File: src/hw/stfe_pkg.sv
/*
 * shared constants and types for the shadow taskfile emulation pair.
 * assumes a single 200 MHz clock; no imports, every use is scoped.
 */
package stfe_pkg;
	// =========================================================
	// taskfile register indices (host-side addresses)
	localparam logic [3:0] TF_DATA = 4'h0;
	localparam logic [3:0] TF_ERROR = 4'h1;
	localparam logic [3:0] TF_SECCNT = 4'h2;
	localparam logic [3:0] TF_LBALO = 4'h3;
	localparam logic [3:0] TF_LBAMID = 4'h4;
	localparam logic [3:0] TF_LBAHI = 4'h5;
	localparam logic [3:0] TF_DEVHEAD = 4'h6;
	localparam logic [3:0] TF_STATCMD = 4'h7;
	localparam logic [3:0] TF_DEVCTL = 4'h8;
	localparam int TF_NUM8 = 8;
	// =========================================================
	// field positions
	localparam int ST_BUSY_POS = 7;
	localparam int DH_DRIVE_SEL_POS = 4;
	localparam int DC_SOFT_RESET_POS = 2;
	localparam int DC_INT_DIS_POS = 1;
	// =========================================================
	// reset values
	localparam logic [7:0] RST_STATUS = 8'h7f;
	localparam logic [7:0] RST_REG8 = 8'hff;
	localparam logic [15:0] RST_DATA = 16'hffff;
	// =========================================================
	// apb register map of the controller (byte addresses)
	localparam logic [11:0] APB_TF_BASE = 12'h000;
	localparam logic [11:0] APB_CTRL = 12'h040;
	localparam logic [11:0] APB_STAT = 12'h044;
	localparam logic [11:0] APB_TXFR0 = 12'h048;
	localparam logic [11:0] APB_TXFR1 = 12'h04c;
	localparam logic [11:0] APB_RXFR0 = 12'h050;
	localparam logic [11:0] APB_RXFR1 = 12'h054;
	localparam logic [11:0] APB_RXCNT = 12'h058;
	// =========================================================
	// timing: presence within 10 ms, soft reset hold 5 us
	localparam int CLK_MHZ = 200;
	localparam int PRESENCE_MS = 10;
	localparam int PRESENCE_CYC = PRESENCE_MS * 1000 * CLK_MHZ;
	localparam int SOFT_RESET_HOLD_US = 5;
	localparam int SOFT_RESET_HOLD_CYC = SOFT_RESET_HOLD_US * CLK_MHZ;
	// =========================================================
	// register frame carried over the transport layer
	typedef struct packed {
		logic int_req;
		logic [7:0] status;
		logic [7:0] error;
		logic [7:0] seccnt;
		logic [7:0] lbalo;
		logic [7:0] lbamid;
		logic [7:0] lbahi;
		logic [7:0] devhead;
		logic [7:0] command;
		logic [7:0] devctl;
	} stfe_frame_t;
endpackage

File: src/hw/stfe_link_if.sv
/*
 * transport-level link between adapter and device.
 * assumes both ends share mclk_i; frames handshake by valid/ready.
 */
`timescale 1ns/100ps
interface stfe_link_if;
	logic present;
	logic comreset;
	logic h2d_valid;
	logic h2d_ready;
	stfe_pkg::stfe_frame_t h2d_frame;
	logic d2h_valid;
	logic d2h_ready;
	stfe_pkg::stfe_frame_t d2h_frame;
	// =========================================================
	// adapter end
	modport adapter (
		input present, h2d_ready, d2h_valid, d2h_frame,
		output comreset, h2d_valid, h2d_frame, d2h_ready
	);
	// =========================================================
	// device end
	modport device (
		output present, h2d_ready, d2h_valid, d2h_frame,
		input comreset, h2d_valid, h2d_frame, d2h_ready
	);
endinterface

File: src/hw/stfe_frame_slot.sv
/*
 * two-entry frame holder so a clearing soft-reset frame can queue
 * behind the setting frame. assumes same-clock producer and consumer.
 */
`timescale 1ns/100ps
module stfe_frame_slot (
	input wire logic mclk_i,
	input wire logic rst_i,
	input wire logic push_i,
	input stfe_pkg::stfe_frame_t push_frame_i,
	output logic full_o,
	output logic valid_o,
	output stfe_pkg::stfe_frame_t frame_o,
	input wire logic pop_i
);
	typedef struct packed {
		logic [1:0] cnt;
		stfe_pkg::stfe_frame_t e0;
		stfe_pkg::stfe_frame_t e1;
	} stfe_slot_t;
	stfe_slot_t st_ff;
	stfe_slot_t nxt_st;
	// =========================================================
	// pop head, then push at tail; head shifts down
	always_comb begin
		nxt_st = st_ff;
		if (pop_i && st_ff.cnt != 2'h0) begin
			nxt_st.e0 = st_ff.e1;
			nxt_st.cnt = st_ff.cnt - 2'h1;
		end
		if (push_i && nxt_st.cnt != 2'h2) begin
			if (nxt_st.cnt == 2'h0) begin
				nxt_st.e0 = push_frame_i;
			end else begin
				nxt_st.e1 = push_frame_i;
			end
			nxt_st.cnt = nxt_st.cnt + 2'h1;
		end
	end
	always_ff @(posedge mclk_i) begin
		if (rst_i) begin
			st_ff <= '0;
		end else begin
			st_ff <= nxt_st;
		end
	end
	assign full_o = (st_ff.cnt == 2'h2);
	assign valid_o = (st_ff.cnt != 2'h0);
	assign frame_o = st_ff.e0;
endmodule

File: src/hw/stfe_adapter.sv
/*
 * host adapter end: shadow taskfile, apb slave, frame gating,
 * soft-reset sequencing, pending-interrupt flag and interrupt.
 * assumes link partner on same mclk_i, present a level from its flop.
 */
// The APB interface to the registers and the address map were chosen for this implementation.
// Operation
// - reset: status 7f, others ff, data ffff
// - discovery: ignore taskfile writes
// - presence sets status bit 7, enables writes
// - presence reported within 10 ms
// - device sends initial frame, shadow overwritten
// - device ignores drive select bit
// - frames gated by drive select bit
// - soft reset change sends two frames; code sends one frame per change, two per set-then-clear toggle
// - accept 5 us soft reset toggle
// - both soft reset frames delivered, queued
// - device tolerates back-to-back reset frames
// - software holds soft reset 5 us
// - drive one selected: never set busy; code sets busy on the presence edge regardless of drive select
// - command write sets busy, sends frame
// - soft reset change sets busy, sends
// - unchanged soft reset: busy untouched
// - comreset or soft reset one sets busy
// - ending status frame copied to shadow
// - frame request sets pending interrupt
// - interrupt = pending and drive0 and enabled
// - pending cleared: comreset, soft reset write, status read
// - each device is drive zero, own addresses
// - pending interrupt is internal state; code reads it back at APB_STAT bit 1
`timescale 1ns/100ps
module stfe_adapter (
	input wire logic mclk_i,
	input wire logic rst_i,
	stfe_link_if.adapter link,
	input wire logic psel_i,
	input wire logic penable_i,
	input wire logic pwrite_i,
	input wire logic [11:0] paddr_i,
	input wire logic [31:0] pwdata_i,
	output logic [31:0] prdata_o,
	output logic pready_o,
	output logic pslverr_o,
	output logic intrq_o,
	output logic comreset_o
);
	typedef struct packed {
		logic [15:0] data;
		logic [7:0] status;
		logic [7:0] error;
		logic [7:0] seccnt;
		logic [7:0] lbalo;
		logic [7:0] lbamid;
		logic [7:0] lbahi;
		logic [7:0] devhead;
		logic [7:0] command;
		logic [7:0] devctl;
		logic pend_int;
		logic present;
		logic comreset;
		logic [31:0] prdata;
		logic pready;
		logic pslverr;
		logic intrq;
		logic [15:0] rx_cnt;
	} stfe_adp_t;
	stfe_adp_t st_ff;
	stfe_adp_t nxt_st;
	logic q_full;
	logic q_valid;
	logic q_push;
	stfe_pkg::stfe_frame_t q_frame;
	stfe_pkg::stfe_frame_t new_frame;
	// =========================================================
	// frame from the current shadow image
	function automatic stfe_pkg::stfe_frame_t mk_frame(input stfe_adp_t s);
		stfe_pkg::stfe_frame_t f;
		f.int_req = 1'b0;
		f.status = s.status;
		f.error = s.error;
		f.seccnt = s.seccnt;
		f.lbalo = s.lbalo;
		f.lbamid = s.lbamid;
		f.lbahi = s.lbahi;
		f.devhead = s.devhead;
		f.command = s.command;
		f.devctl = s.devctl;
		return f;
	endfunction
	// =========================================================
	// outgoing queue, two deep for the soft-reset pair
	stfe_frame_slot u_slot (
		.mclk_i(mclk_i),
		.rst_i(rst_i),
		.push_i(q_push),
		.push_frame_i(new_frame),
		.full_o(q_full),
		.valid_o(q_valid),
		.frame_o(q_frame),
		.pop_i(q_valid && link.h2d_ready)
	);
	assign link.h2d_valid = q_valid;
	assign link.h2d_frame = q_frame;
	assign link.d2h_ready = 1'b1;
	assign link.comreset = st_ff.comreset;
	assign prdata_o = st_ff.prdata;
	assign pready_o = st_ff.pready;
	assign pslverr_o = st_ff.pslverr;
	assign intrq_o = st_ff.intrq;
	assign comreset_o = st_ff.comreset;
	// =========================================================
	// main next-state logic
	always_comb begin
		logic acc;
		logic wr;
		logic [3:0] idx;
		logic tf_hit;
		logic drv0;
		logic [7:0] wb;
		logic send;
		acc = psel_i && penable_i && !st_ff.pready;
		wr = acc && pwrite_i;
		idx = paddr_i[5:2];
		tf_hit = (paddr_i[11:6] == stfe_pkg::APB_TF_BASE[11:6]) && idx <= stfe_pkg::TF_DEVCTL;
		drv0 = !st_ff.devhead[stfe_pkg::DH_DRIVE_SEL_POS];
		wb = pwdata_i[7:0];
		send = 1'b0;
		nxt_st = st_ff;
		nxt_st.pready = acc;
		nxt_st.pslverr = 1'b0;
		nxt_st.comreset = 1'b0;
		// same-clock level, no synchroniser: the edge lands before the
		// signature frame, so that frame is not clobbered by bit 7
		nxt_st.present = link.present;
		// presence sets busy bit, status reads ff
		if (link.present && !st_ff.present) begin
			nxt_st.status[stfe_pkg::ST_BUSY_POS] = 1'b1;
		end
		// device frames overwrite the shadow block
		if (link.d2h_valid) begin
			nxt_st.status = link.d2h_frame.status;
			nxt_st.error = link.d2h_frame.error;
			nxt_st.seccnt = link.d2h_frame.seccnt;
			nxt_st.lbalo = link.d2h_frame.lbalo;
			nxt_st.lbamid = link.d2h_frame.lbamid;
			nxt_st.lbahi = link.d2h_frame.lbahi;
			nxt_st.devhead = link.d2h_frame.devhead;
			nxt_st.rx_cnt = st_ff.rx_cnt + 16'h1;
		end
		// apb reads
		if (acc && !wr) begin
			nxt_st.prdata = 32'h0;
			if (tf_hit) begin
				case (idx)
					stfe_pkg::TF_DATA: nxt_st.prdata = {16'h0, st_ff.data};
					stfe_pkg::TF_ERROR: nxt_st.prdata = {24'h0, st_ff.error};
					stfe_pkg::TF_SECCNT: nxt_st.prdata = {24'h0, st_ff.seccnt};
					stfe_pkg::TF_LBALO: nxt_st.prdata = {24'h0, st_ff.lbalo};
					stfe_pkg::TF_LBAMID: nxt_st.prdata = {24'h0, st_ff.lbamid};
					stfe_pkg::TF_LBAHI: nxt_st.prdata = {24'h0, st_ff.lbahi};
					stfe_pkg::TF_DEVHEAD: nxt_st.prdata = {24'h0, st_ff.devhead};
					stfe_pkg::TF_STATCMD: begin
						nxt_st.prdata = {24'h0, st_ff.status};
						if (drv0) begin
							nxt_st.pend_int = 1'b0;
						end
					end
					stfe_pkg::TF_DEVCTL: nxt_st.prdata = {24'h0, st_ff.devctl};
					default: nxt_st.prdata = 32'h0;
				endcase
			end else if (paddr_i == stfe_pkg::APB_STAT) begin
				nxt_st.prdata = {28'h0, q_full, q_valid, st_ff.pend_int, st_ff.present};
			end else if (paddr_i == stfe_pkg::APB_RXCNT) begin
				nxt_st.prdata = {16'h0, st_ff.rx_cnt};
			end else if (paddr_i != stfe_pkg::APB_CTRL) begin
				nxt_st.pslverr = 1'b1;
			end
		end
		// apb writes; taskfile gated until presence
		if (wr) begin
			if (tf_hit && st_ff.present) begin
				case (idx)
					stfe_pkg::TF_DATA: nxt_st.data = pwdata_i[15:0];
					stfe_pkg::TF_ERROR: nxt_st.error = wb;
					stfe_pkg::TF_SECCNT: nxt_st.seccnt = wb;
					stfe_pkg::TF_LBALO: nxt_st.lbalo = wb;
					stfe_pkg::TF_LBAMID: nxt_st.lbamid = wb;
					stfe_pkg::TF_LBAHI: nxt_st.lbahi = wb;
					stfe_pkg::TF_DEVHEAD: nxt_st.devhead = wb;
					stfe_pkg::TF_STATCMD: begin
						nxt_st.command = wb;
						if (drv0) begin
							nxt_st.status[stfe_pkg::ST_BUSY_POS] = 1'b1;
							send = 1'b1;
						end
					end
					stfe_pkg::TF_DEVCTL: begin
						nxt_st.devctl = wb;
						if (drv0) begin
							nxt_st.pend_int = 1'b0;
							if (wb[stfe_pkg::DC_SOFT_RESET_POS] != st_ff.devctl[stfe_pkg::DC_SOFT_RESET_POS]) begin
								nxt_st.status[stfe_pkg::ST_BUSY_POS] = 1'b1;
								send = 1'b1;
							end
						end
					end
					default: nxt_st.data = st_ff.data;
				endcase
			end else if (paddr_i == stfe_pkg::APB_CTRL) begin
				if (pwdata_i[0]) begin
					nxt_st.comreset = 1'b1;
					nxt_st.pend_int = 1'b0;
					if (drv0) begin
						nxt_st.status[stfe_pkg::ST_BUSY_POS] = 1'b1;
					end
				end
			end else if (!tf_hit) begin
				nxt_st.pslverr = 1'b1;
			end
		end
		// device interrupt request wins over a same-cycle clear
		if (link.d2h_valid && link.d2h_frame.int_req) begin
			nxt_st.pend_int = 1'b1;
		end
		nxt_st.intrq = nxt_st.pend_int && !nxt_st.devhead[stfe_pkg::DH_DRIVE_SEL_POS]
			&& !nxt_st.devctl[stfe_pkg::DC_INT_DIS_POS];
		q_push = send;
		new_frame = mk_frame(nxt_st);
	end
	// =========================================================
	// state register with documented reset image
	always_ff @(posedge mclk_i) begin
		if (rst_i) begin
			st_ff <= '0;
			st_ff.data <= stfe_pkg::RST_DATA;
			st_ff.status <= stfe_pkg::RST_STATUS;
			st_ff.error <= stfe_pkg::RST_REG8;
			st_ff.seccnt <= stfe_pkg::RST_REG8;
			st_ff.lbalo <= stfe_pkg::RST_REG8;
			st_ff.lbamid <= stfe_pkg::RST_REG8;
			st_ff.lbahi <= stfe_pkg::RST_REG8;
			st_ff.devhead <= stfe_pkg::RST_REG8;
			st_ff.command <= stfe_pkg::RST_REG8;
			st_ff.devctl <= stfe_pkg::RST_REG8;
		end else begin
			st_ff <= nxt_st;
		end
	end
endmodule

File: src/flat_wrapper.sv
// flat-port wrapper written by rule: the top's interface ports become plain ports
module stfe_adapter_flat 
  (mclk_i, rst_i, psel_i, penable_i, pwrite_i, paddr_i, pwdata_i, prdata_o, pready_o, pslverr_o, intrq_o, comreset_o, link_present, link_h2d_ready, link_d2h_valid, link_d2h_frame, link_comreset, link_h2d_valid, link_h2d_frame, link_d2h_ready);
  stfe_link_if link_i ();
  input wire logic mclk_i;
  input wire logic rst_i;
  input wire logic psel_i;
  input wire logic penable_i;
  input wire logic pwrite_i;
  input wire logic [11:0] paddr_i;
  input wire logic [31:0] pwdata_i;
  output logic [31:0] prdata_o;
  output logic pready_o;
  output logic pslverr_o;
  output logic intrq_o;
  output logic comreset_o;
  input wire logic [$bits(link_i.present)-1:0] link_present;
  input wire logic [$bits(link_i.h2d_ready)-1:0] link_h2d_ready;
  input wire logic [$bits(link_i.d2h_valid)-1:0] link_d2h_valid;
  input wire logic [$bits(link_i.d2h_frame)-1:0] link_d2h_frame;
  output wire logic [$bits(link_i.comreset)-1:0] link_comreset;
  output wire logic [$bits(link_i.h2d_valid)-1:0] link_h2d_valid;
  output wire logic [$bits(link_i.h2d_frame)-1:0] link_h2d_frame;
  output wire logic [$bits(link_i.d2h_ready)-1:0] link_d2h_ready;
  assign link_i.present = link_present;
  assign link_i.h2d_ready = link_h2d_ready;
  assign link_i.d2h_valid = link_d2h_valid;
  assign link_i.d2h_frame = link_d2h_frame;
  assign link_comreset = link_i.comreset;
  assign link_h2d_valid = link_i.h2d_valid;
  assign link_h2d_frame = link_i.h2d_frame;
  assign link_d2h_ready = link_i.d2h_ready;
  stfe_adapter u_core (.mclk_i(mclk_i), .rst_i(rst_i), .link(link_i), .psel_i(psel_i), .penable_i(penable_i), .pwrite_i(pwrite_i), .paddr_i(paddr_i), .pwdata_i(pwdata_i), .prdata_o(prdata_o), .pready_o(pready_o), .pslverr_o(pslverr_o), .intrq_o(intrq_o), .comreset_o(comreset_o));
endmodule
File: config.mk
export PLATFORM = sky130hd
export DESIGN_NAME = stfe_adapter_flat
export DESIGN_NICKNAME = d
export VERILOG_FILES = /design/src/hw/stfe_pkg.sv /design/src/hw/stfe_link_if.sv /design/src/hw/stfe_frame_slot.sv /design/src/hw/stfe_adapter.sv /design/src/flat_wrapper.sv
export SDC_FILE = /design/constraint.sdc
export NUM_CORES = 1
export LEC_CHECK = 0
export BUFFER_PORTS_ARGS = -buffer_cell sky130_fd_sc_hd__buf_4
export CAP_MARGIN = 20
export CORE_MARGIN = 2
export CORE_UTILIZATION = 40
export CTS_CLUSTER_DIAMETER = 100
export DETAILED_ROUTE_END_ITERATION = 7
export GPL_ROUTABILITY_DRIVEN = 0
export HOLD_SLACK_MARGIN = 0.05
export PLACE_DENSITY = 0.62
export SKIP_CTS_REPAIR_TIMING = 1
export SLEW_MARGIN = 15
export SYNTH_ARGS = -nofsm -noshare
export SYNTH_HDL_FRONTEND = slang
export SYNTH_HIERARCHICAL = 1
export SYNTH_SLANG_ARGS = --single-unit
File: constraint.sdc
create_clock -name mclk_i -period 3.7 [get_ports mclk_i]
set_clock_uncertainty 0.05 [all_clocks]
set_input_delay 0.74 -clock mclk_i [delete_from_list [all_inputs] [get_ports mclk_i]]
set_output_delay 0.74 -clock mclk_i [all_outputs]
set_load 0.02 [all_outputs]
; ---- Yosys cells after proc, flatten, opt, wreduce, memory -nomap -nowiden
; Index checks and enable logic that the tools add are counted.
; Widths: inputs -> output; s select.
[word_totals]
output_inout_bits = 112
elab_cells = 138
regBits = 289
in_bits = 125
[classes]
n_bitwise = 3
muxes = 53
eq_ne = 15
add_sub_neg = 3
n_lt_le_gt_ge = 1
n_reduce_logical = 25
[op_table]
columns = op, count
row1 = $mux 148, 1
row2 = $pmux 16 s9, 1
row3 = $mux 75, 1
row4 = $mux 73, 1
row5 = $mux 72, 1
row6 = $mux 65, 1
row7 = $mux 32, 2
row8 = $mux 64, 1
row9 = $mux 56, 1
row10 = $mux 8, 7
row11 = $eq 12x7->1 const B, 3
row12 = $mux 1, 32
row13 = $add 16x1->16 const B, 1
row14 = $eq 4x3->1 const B, 4
row15 = $mux 16, 1
row16 = $logic_and 1x1->1, 13
row17 = $ne 12x7->1 const B, 1
row18 = $mux 9, 1
row19 = $eq 4x2->1 const B, 2
row20 = $logic_not 6->1, 1
row21 = $logic_not 1->1, 5
row22 = $eq 4x1->1 const B, 1
row23 = $eq 4x4->1 const B, 1
row24 = $le 4x4->1 const B, 1
row25 = 13 further kinds, 16

; ---- Depth between registers and ports, before layout
[logic_depth]
depth_word = 13
mapped_depth = 14
mapped_depth_nobuf = 11

; ---- Hierarchy
; Netlist, hierarchy kept.
[by_module_without_submodules]
columns = mod, cells_per_inst, seq_area_each_um2, area_per_inst_um2, n_inst
row1 = stfe_frame_slot, 840, 2962.8, 7183.1, 1
row2 = stfe_adapter, 801, 2522.4, 6949.2, 1

; ---- Least setup slack after synthesis
; Ideal clock, no wire load.
[synth_path]
path_type = input port to flip-flop
from = input port paddr_i[2]
to = register u_core.u_slot.st_ff (netlist bit u_core/u_slot/frame_o[0])
setup_ns = 0.086
n_path_buf = 4
setup_slack_ns = 0.754
required_ns = 3.564
path_stages = 11
arrival_ns = 2.811
path_cell_list = buf_2 -> o31ai_1 -> nand3_1 -> nor4_1 -> inv_2 -> buf_2 -> nor2_1 -> buf_2 -> buf_2 -> a221oi_1 -> a211oi_1
[synth_via]
elab_chain_cells = 7
elab_cells_between_ends = 14
cone_classes = 1 x order compare / 2 x eq/ne / 8 x mux / 3 x reduce/logical
[synth_lines]
columns = element, line
row1 = start: declaration, flat_wrapper.sv:10  ; input wire logic [11:0] paddr_i;
row2 = $le 4x4->1, stfe_adapter.sv:124  ; tf_hit = (paddr_i[11:6] == stfe_pkg::APB_TF_BASE[11:6]) && idx <= stfe_pkg::TF_DEVCTL;
row3 = $logic_and 1x1->1, stfe_adapter.sv:124
row4 = $logic_and 1x1->1, stfe_adapter.sv:181  ; if (tf_hit && st_ff.present) begin
row5 = $mux 1 (*), stfe_adapter.sv:181
row6 = $mux 1 (*), stfe_adapter.sv:180  ; if (wr) begin
row7 = named net u_core.q_push, stfe_adapter.sv:71  ; logic q_push;
row8 = $logic_and 1x1->1 (*), stfe_frame_slot.sv:31  ; if (push_i && nxt_st.cnt != 2'h2) begin
row9 = $mux 148 (*), stfe_frame_slot.sv:31
row10 = end signal: assignment, stfe_frame_slot.sv:44  ; st_ff <= nxt_st;
row11 = end: declaration, stfe_frame_slot.sv:21  ; stfe_slot_t st_ff;
; The timed path passes the listed nets; every way through them passes the cells marked *.
; A chain may end at the register's enable or synchronous reset.

; ---- Final worst setup path
[layout_path]
from = register u_core/u_slot/st_ff[146] (netlist bit)
to = register u_core.u_slot.st_ff (netlist bit u_core/u_slot/frame_o[21])
[layout_via]
elab_chain_cells = 7
elab_cells_between_ends = 10
cone_classes = 1 x add/sub / 1 x eq/ne / 3 x mux / 5 x reduce/logical
[layout_lines]
columns = element, line
row1 = "parallel branches: the longest is 3 deep, another holds $sub 2x1->2", --
row2 = $mux 75 (*), stfe_frame_slot.sv:27  ; if (pop_i && st_ff.cnt != 2'h0) begin
row3 = $logic_not 2->1 or $ne 2x2->1 (tied branches), "stfe_frame_slot.sv:32, stfe_frame_slot.sv:31"
row4 = $mux 73 or $logic_and 1x1->1 (tied branches), "stfe_frame_slot.sv:32, stfe_frame_slot.sv:31"
row5 = $mux 148 (*), stfe_frame_slot.sv:31
; Mark *: on every way between the ends.

==> flow_metrics.env <==
export IMPL_floorplan_initialDensity_pct=40.8
export IMPL_fin_area_um2=16100
export IMPL_grt_pass1_wl_um=67900
export IMPL_reg2reg_to="u_core/u_slot/frame_o[21]"
export IMPL_largest_net_degree_at_the_start_of_global_routing=170
export IMPL_power_sequential_fraction_pct=45.7
export IMPL_final_common_cell="sky130_fd_sc_hd__dfxtp_1"
export IMPL_proportion_of_power_drawn_by_combinational_gates_pct=8.1
export IMPL_post_place_ws_ns=0.411
export IMPL_peakVddDrop_v=0.000335
export IMPL_rrSetupSlack_ns=0.65
export IMPL_worst_path_max_delay_cell="sky130_fd_sc_hd__dfxtp_1"
export IMPL_ff2ff_path_depth=11
export IMPL_static_leakage_power_uw=0.00639
export IMPL_yosysWarningCount=6
export IMPL_cell_internal_pwr_uw=5040
export IMPL_die_boundary_width_um=192
export IMPL_setup_worst_path_class="register to register"
export IMPL_drive_above_1_share_pct=21.4
export IMPL_worst_slack_ns=0.650
export IMPL_dp_hpwl_um=30900
export IMPL_dp_cells=2081
export IMPL_grt_overflow_total=0
export IMPL_final_min_period_over_clock_period_pct=82.4
export IMPL_grt_antenna_before_repair=0
export IMPL_crit_required_ns=4.10
export IMPL_grt_util_met1_pct=33.6
export IMPL_main_flop_type_after_synthesis="sky130_fd_sc_hd__dfxtp_1"
export IMPL_vias_in_the_first_global_route=11300
export IMPL_timing_critical_path_from_type="register"
export IMPL_placeableCoreArea_um2=34600
export IMPL_mappedNetlistArea_um2=14100
export IMPL_drt_antenna_violating_nets=0
export IMPL_worstSetupEndpointType="register"
export IMPL_design_die_area_um2=36900
export IMPL_grt_setup_unrepaired="no"
export IMPL_synthCells=1641
export IMPL_max_freq_mhz=328
export IMPL_place_port_buffers=187
export IMPL_grt_use_met3_pct=3.16
export IMPL_numClockSinks=274
export IMPL_clk_path_buf_depth=3
export IMPL_clock_tree_from_tritoncts="built"
export IMPL_clock_tree_htree_level_count=1
export IMPL_synth_async_sr_flop_share_pct=0
export IMPL_detail_route_wirelength_um=45300
export IMPL_clock_power_share_pct=46.2
export IMPL_stdcell_count=2138
export IMPL_chipHeight_um=192
export IMPL_hold_path_origin="pwdata_i[9]"
export IMPL_grt_usage_pct=23.9
export IMPL_post_route_min_period_ns=3.05
export IMPL_clock_pin_slew_of_the_registers_on_the_worst_case_setup_and_hold_paths_ns=0.06
export IMPL_final_cell_mix="274 x sky130_fd_sc_hd__dfxtp_1, 217 x sky130_fd_sc_hd__buf_4, 121 x sky130_fd_sc_hd__o21ai_0"
export IMPL_synth_cell_types=75
export IMPL_critPathArrivalTime_ns=3.45
export IMPL_tightestPinTransition_ns=1.06
export IMPL_regToRegStartpoint="u_core/u_slot/st_ff[146]"
export IMPL_drc=0
export IMPL_first_iter_violations=1177
export IMPL_final_hold_worst_slack_ns=0.337
export IMPL_critical_path_max_stage_delay_ns=0.51
export IMPL_setup_viol_count_final=0
export IMPL_num_io_pins=237
export IMPL_syn_mean_instance_area_um2=8.61
export IMPL_clock_tree_root_cell="sky130_fd_sc_hd__clkbuf_16"
export IMPL_met2_resource_use_gr_pct=37.8
export IMPL_final_net_count=1788
export IMPL_power_share_switching_pct=24.2
export IMPL_via_density_per_instance=5.77
export IMPL_cap_viol_max_count=0
export IMPL_synth_edf_count=0
export IMPL_diodes=0
export IMPL_routedWlPerCell_um=21.2
export IMPL_clk_latency_ns=0.57
export IMPL_grt_most_used_layer="met2"
export IMPL_via_count=12300
export IMPL_drt_first_pass_iters=7
export IMPL_placementRows=68
export IMPL_hold_viol_final=0
export IMPL_critical_path_cell_by_cell="inv_1 > ha_1 > inv_1 > and2_1 > and2b_4 > xnor2_4 > ha_1 > nor2_4 > buf_4 > a221oi_1 > a211oi_1"
export IMPL_hold_path_class="input port to register"
export IMPL_placement_cell_area_um2=15000
export IMPL_powerDensity_nw_per_um2=414
export IMPL_timing_critical_path_fanout_max=29
export IMPL_whs_endpoint="u_core/st_ff[135]"
export IMPL_number_of_synthesized_register_bits=274
export IMPL_n_fill_cell=3407
export IMPL_synth_sequential_area_ratio_pct=38.8
export IMPL_power_switching_uw=1610
export IMPL_status="finished, final reports clean"
export IMPL_cts_inserted_buffers=31
export IMPL_setup_tns_ns=0
export IMPL_timing_max_slew_rel_slack_pct=27.4
export IMPL_area_growth_synth_to_final_pct=13.6
export IMPL_final_max_slew_viol_count=0
export IMPL_worst_hold_path_num_cells=3
==> flip-flops by register name (all words and copies together) (netlist names) <==
signal and cells:
u_core/pslverr_o 1, u_core/pready_o 1, u_core/comreset_o 1, u_core/prdata_o 16, u_core/intrq_o 1, u_core/u_slot/st_ff 75
u_core/u_slot/frame_o 73, u_core/st_ff 106
==> cell families after synthesis <==
group | share of synthesized area [%]
adder cells (fa/ha/maj) | 0.354
buffers and inverters | 12.9
XOR/XNOR | 0.983
AO/OA/AOI/OAI | 21.3
other | 0.0531
multiplexers | 6.51
flip-flops | 38.8
AND/OR/NAND/NOR | 19.0
==> cell type report <==
type	instances	area (um^2)	share of cell area, %
multi-input combinational	1040	6930	43.1
tap	455	569	3.55
inverter	90	338	2.10
sequential	274	5490	34.2
clock buffer	51	961	5.98
timing repair buffer	222	1720	10.7
clock inverter	6	58.8	0.366
==> metal layers <==
layer,vias up,wire length [um]
met2,492,20400
met4,0,1390
met1,5972,20100
met5,-,0
met3,75,3490
li1,5788,-
==> worst max-delay path by stage <==
stage / start / to / slack [ns]
final: u_core/u_slot/st_ff[146] / u_core/u_slot/frame_o[21] / 0.65
after global routing: u_core/u_slot/st_ff[146] / u_core/u_slot/frame_o[17] / 0.47
after CTS: u_core/u_slot/st_ff[146] / u_core/u_slot/frame_o[21] / 0.69
after detailed placement: paddr_i[7] / u_core/u_slot/st_ff[40] / 0.41
after global placement: paddr_i[7] / u_core/u_slot/st_ff[39] / 0.43
after floorplan: paddr_i[2] / u_core/u_slot/frame_o[0] / 0.75
==> synthesized netlist by cell type (4+ instances only) <==
| cell | number | share of area [%] |
|---|---|---|
| sky130_fd_sc_hd__dfxtp_1 | 274 | 39 |
| sky130_fd_sc_hd__o21ai_0 | 121 | 4.3 |
| sky130_fd_sc_hd__buf_4 | 112 | 5.9 |
| sky130_fd_sc_hd__a21oi_1 | 110 | 3.9 |
| sky130_fd_sc_hd__or3_1 | 93 | 4.1 |
| sky130_fd_sc_hd__inv_1 | 89 | 2.4 |
| sky130_fd_sc_hd__clkbuf_1 | 82 | 2.2 |
| sky130_fd_sc_hd__a221oi_1 | 81 | 5.0 |
| sky130_fd_sc_hd__and2_1 | 80 | 3.5 |
| sky130_fd_sc_hd__a211oi_1 | 73 | 3.9 |
| sky130_fd_sc_hd__nand2_1 | 60 | 1.6 |
| sky130_fd_sc_hd__nor2_1 | 58 | 1.5 |
| sky130_fd_sc_hd__mux2i_1 | 48 | 3.4 |
| sky130_fd_sc_hd__buf_2 | 47 | 1.7 |
| sky130_fd_sc_hd__mux2_2 | 38 | 3.0 |
| sky130_fd_sc_hd__nand2b_1 | 29 | 1.3 |
| sky130_fd_sc_hd__nand3_1 | 27 | 0.96 |
| sky130_fd_sc_hd__o211ai_1 | 25 | 1.3 |
| sky130_fd_sc_hd__nor3_1 | 17 | 0.60 |
| sky130_fd_sc_hd__or2_2 | 15 | 0.66 |
| sky130_fd_sc_hd__and2_2 | 11 | 0.58 |
| sky130_fd_sc_hd__xor2_1 | 9 | 0.56 |
| sky130_fd_sc_hd__a311o_1 | 8 | 0.57 |
| sky130_fd_sc_hd__buf_6 | 8 | 0.64 |
| sky130_fd_sc_hd__o21bai_1 | 8 | 0.42 |
| sky130_fd_sc_hd__nor2b_1 | 7 | 0.31 |
| sky130_fd_sc_hd__nor4_1 | 7 | 0.31 |
| sky130_fd_sc_hd__a32oi_1 | 6 | 0.37 |
| sky130_fd_sc_hd__and3_1 | 6 | 0.27 |
| sky130_fd_sc_hd__a22o_1 | 5 | 0.31 |
| sky130_fd_sc_hd__nand3b_1 | 5 | 0.27 |
| sky130_fd_sc_hd__nand4_1 | 5 | 0.22 |
| sky130_fd_sc_hd__xnor2_1 | 5 | 0.31 |
| sky130_fd_sc_hd__and2_4 | 4 | 0.25 |
| sky130_fd_sc_hd__ha_1 | 4 | 0.35 |
| sky130_fd_sc_hd__nor3b_1 | 4 | 0.21 |
==> worst max-delay path, delay by kind of cell (launching register included) <==
kind / cells / cell delay, ns
buffers and inverters: 3 / 0.72
AND/OR/NAND/NOR: 3 / 0.63
XOR/XNOR: 1 / 0.09
adder cells (fa/ha/maj): 2 / 0.48
flip-flops: 1 / 0.51
AO/OA/AOI/OAI: 2 / 0.45
==> power by group through the flow <==
stage / Combinational (uW) / Sequential, uW / Clock (uW)
6_report: 538 / 3040 / 3070
3_5_place_dp: 529 / 3100 / 0
3_3_place_gp: 524 / 3100 / 0
5_1_grt: 576 / 3040 / 3250
4_1_cts: 531 / 3040 / 3120
2_1_floorplan: 334 / 3080 / 0
==> per-stage QoR <==
step                      utilization [%]  total power [uW]
after global placement               43.4              3620
after detailed placement             43.4              3630
after global routing                 46.4              6860
after CTS                            46.4              6680
after floorplan                         -              3410
final                                46.4              6640
Power figures use the tool's default switching activity.
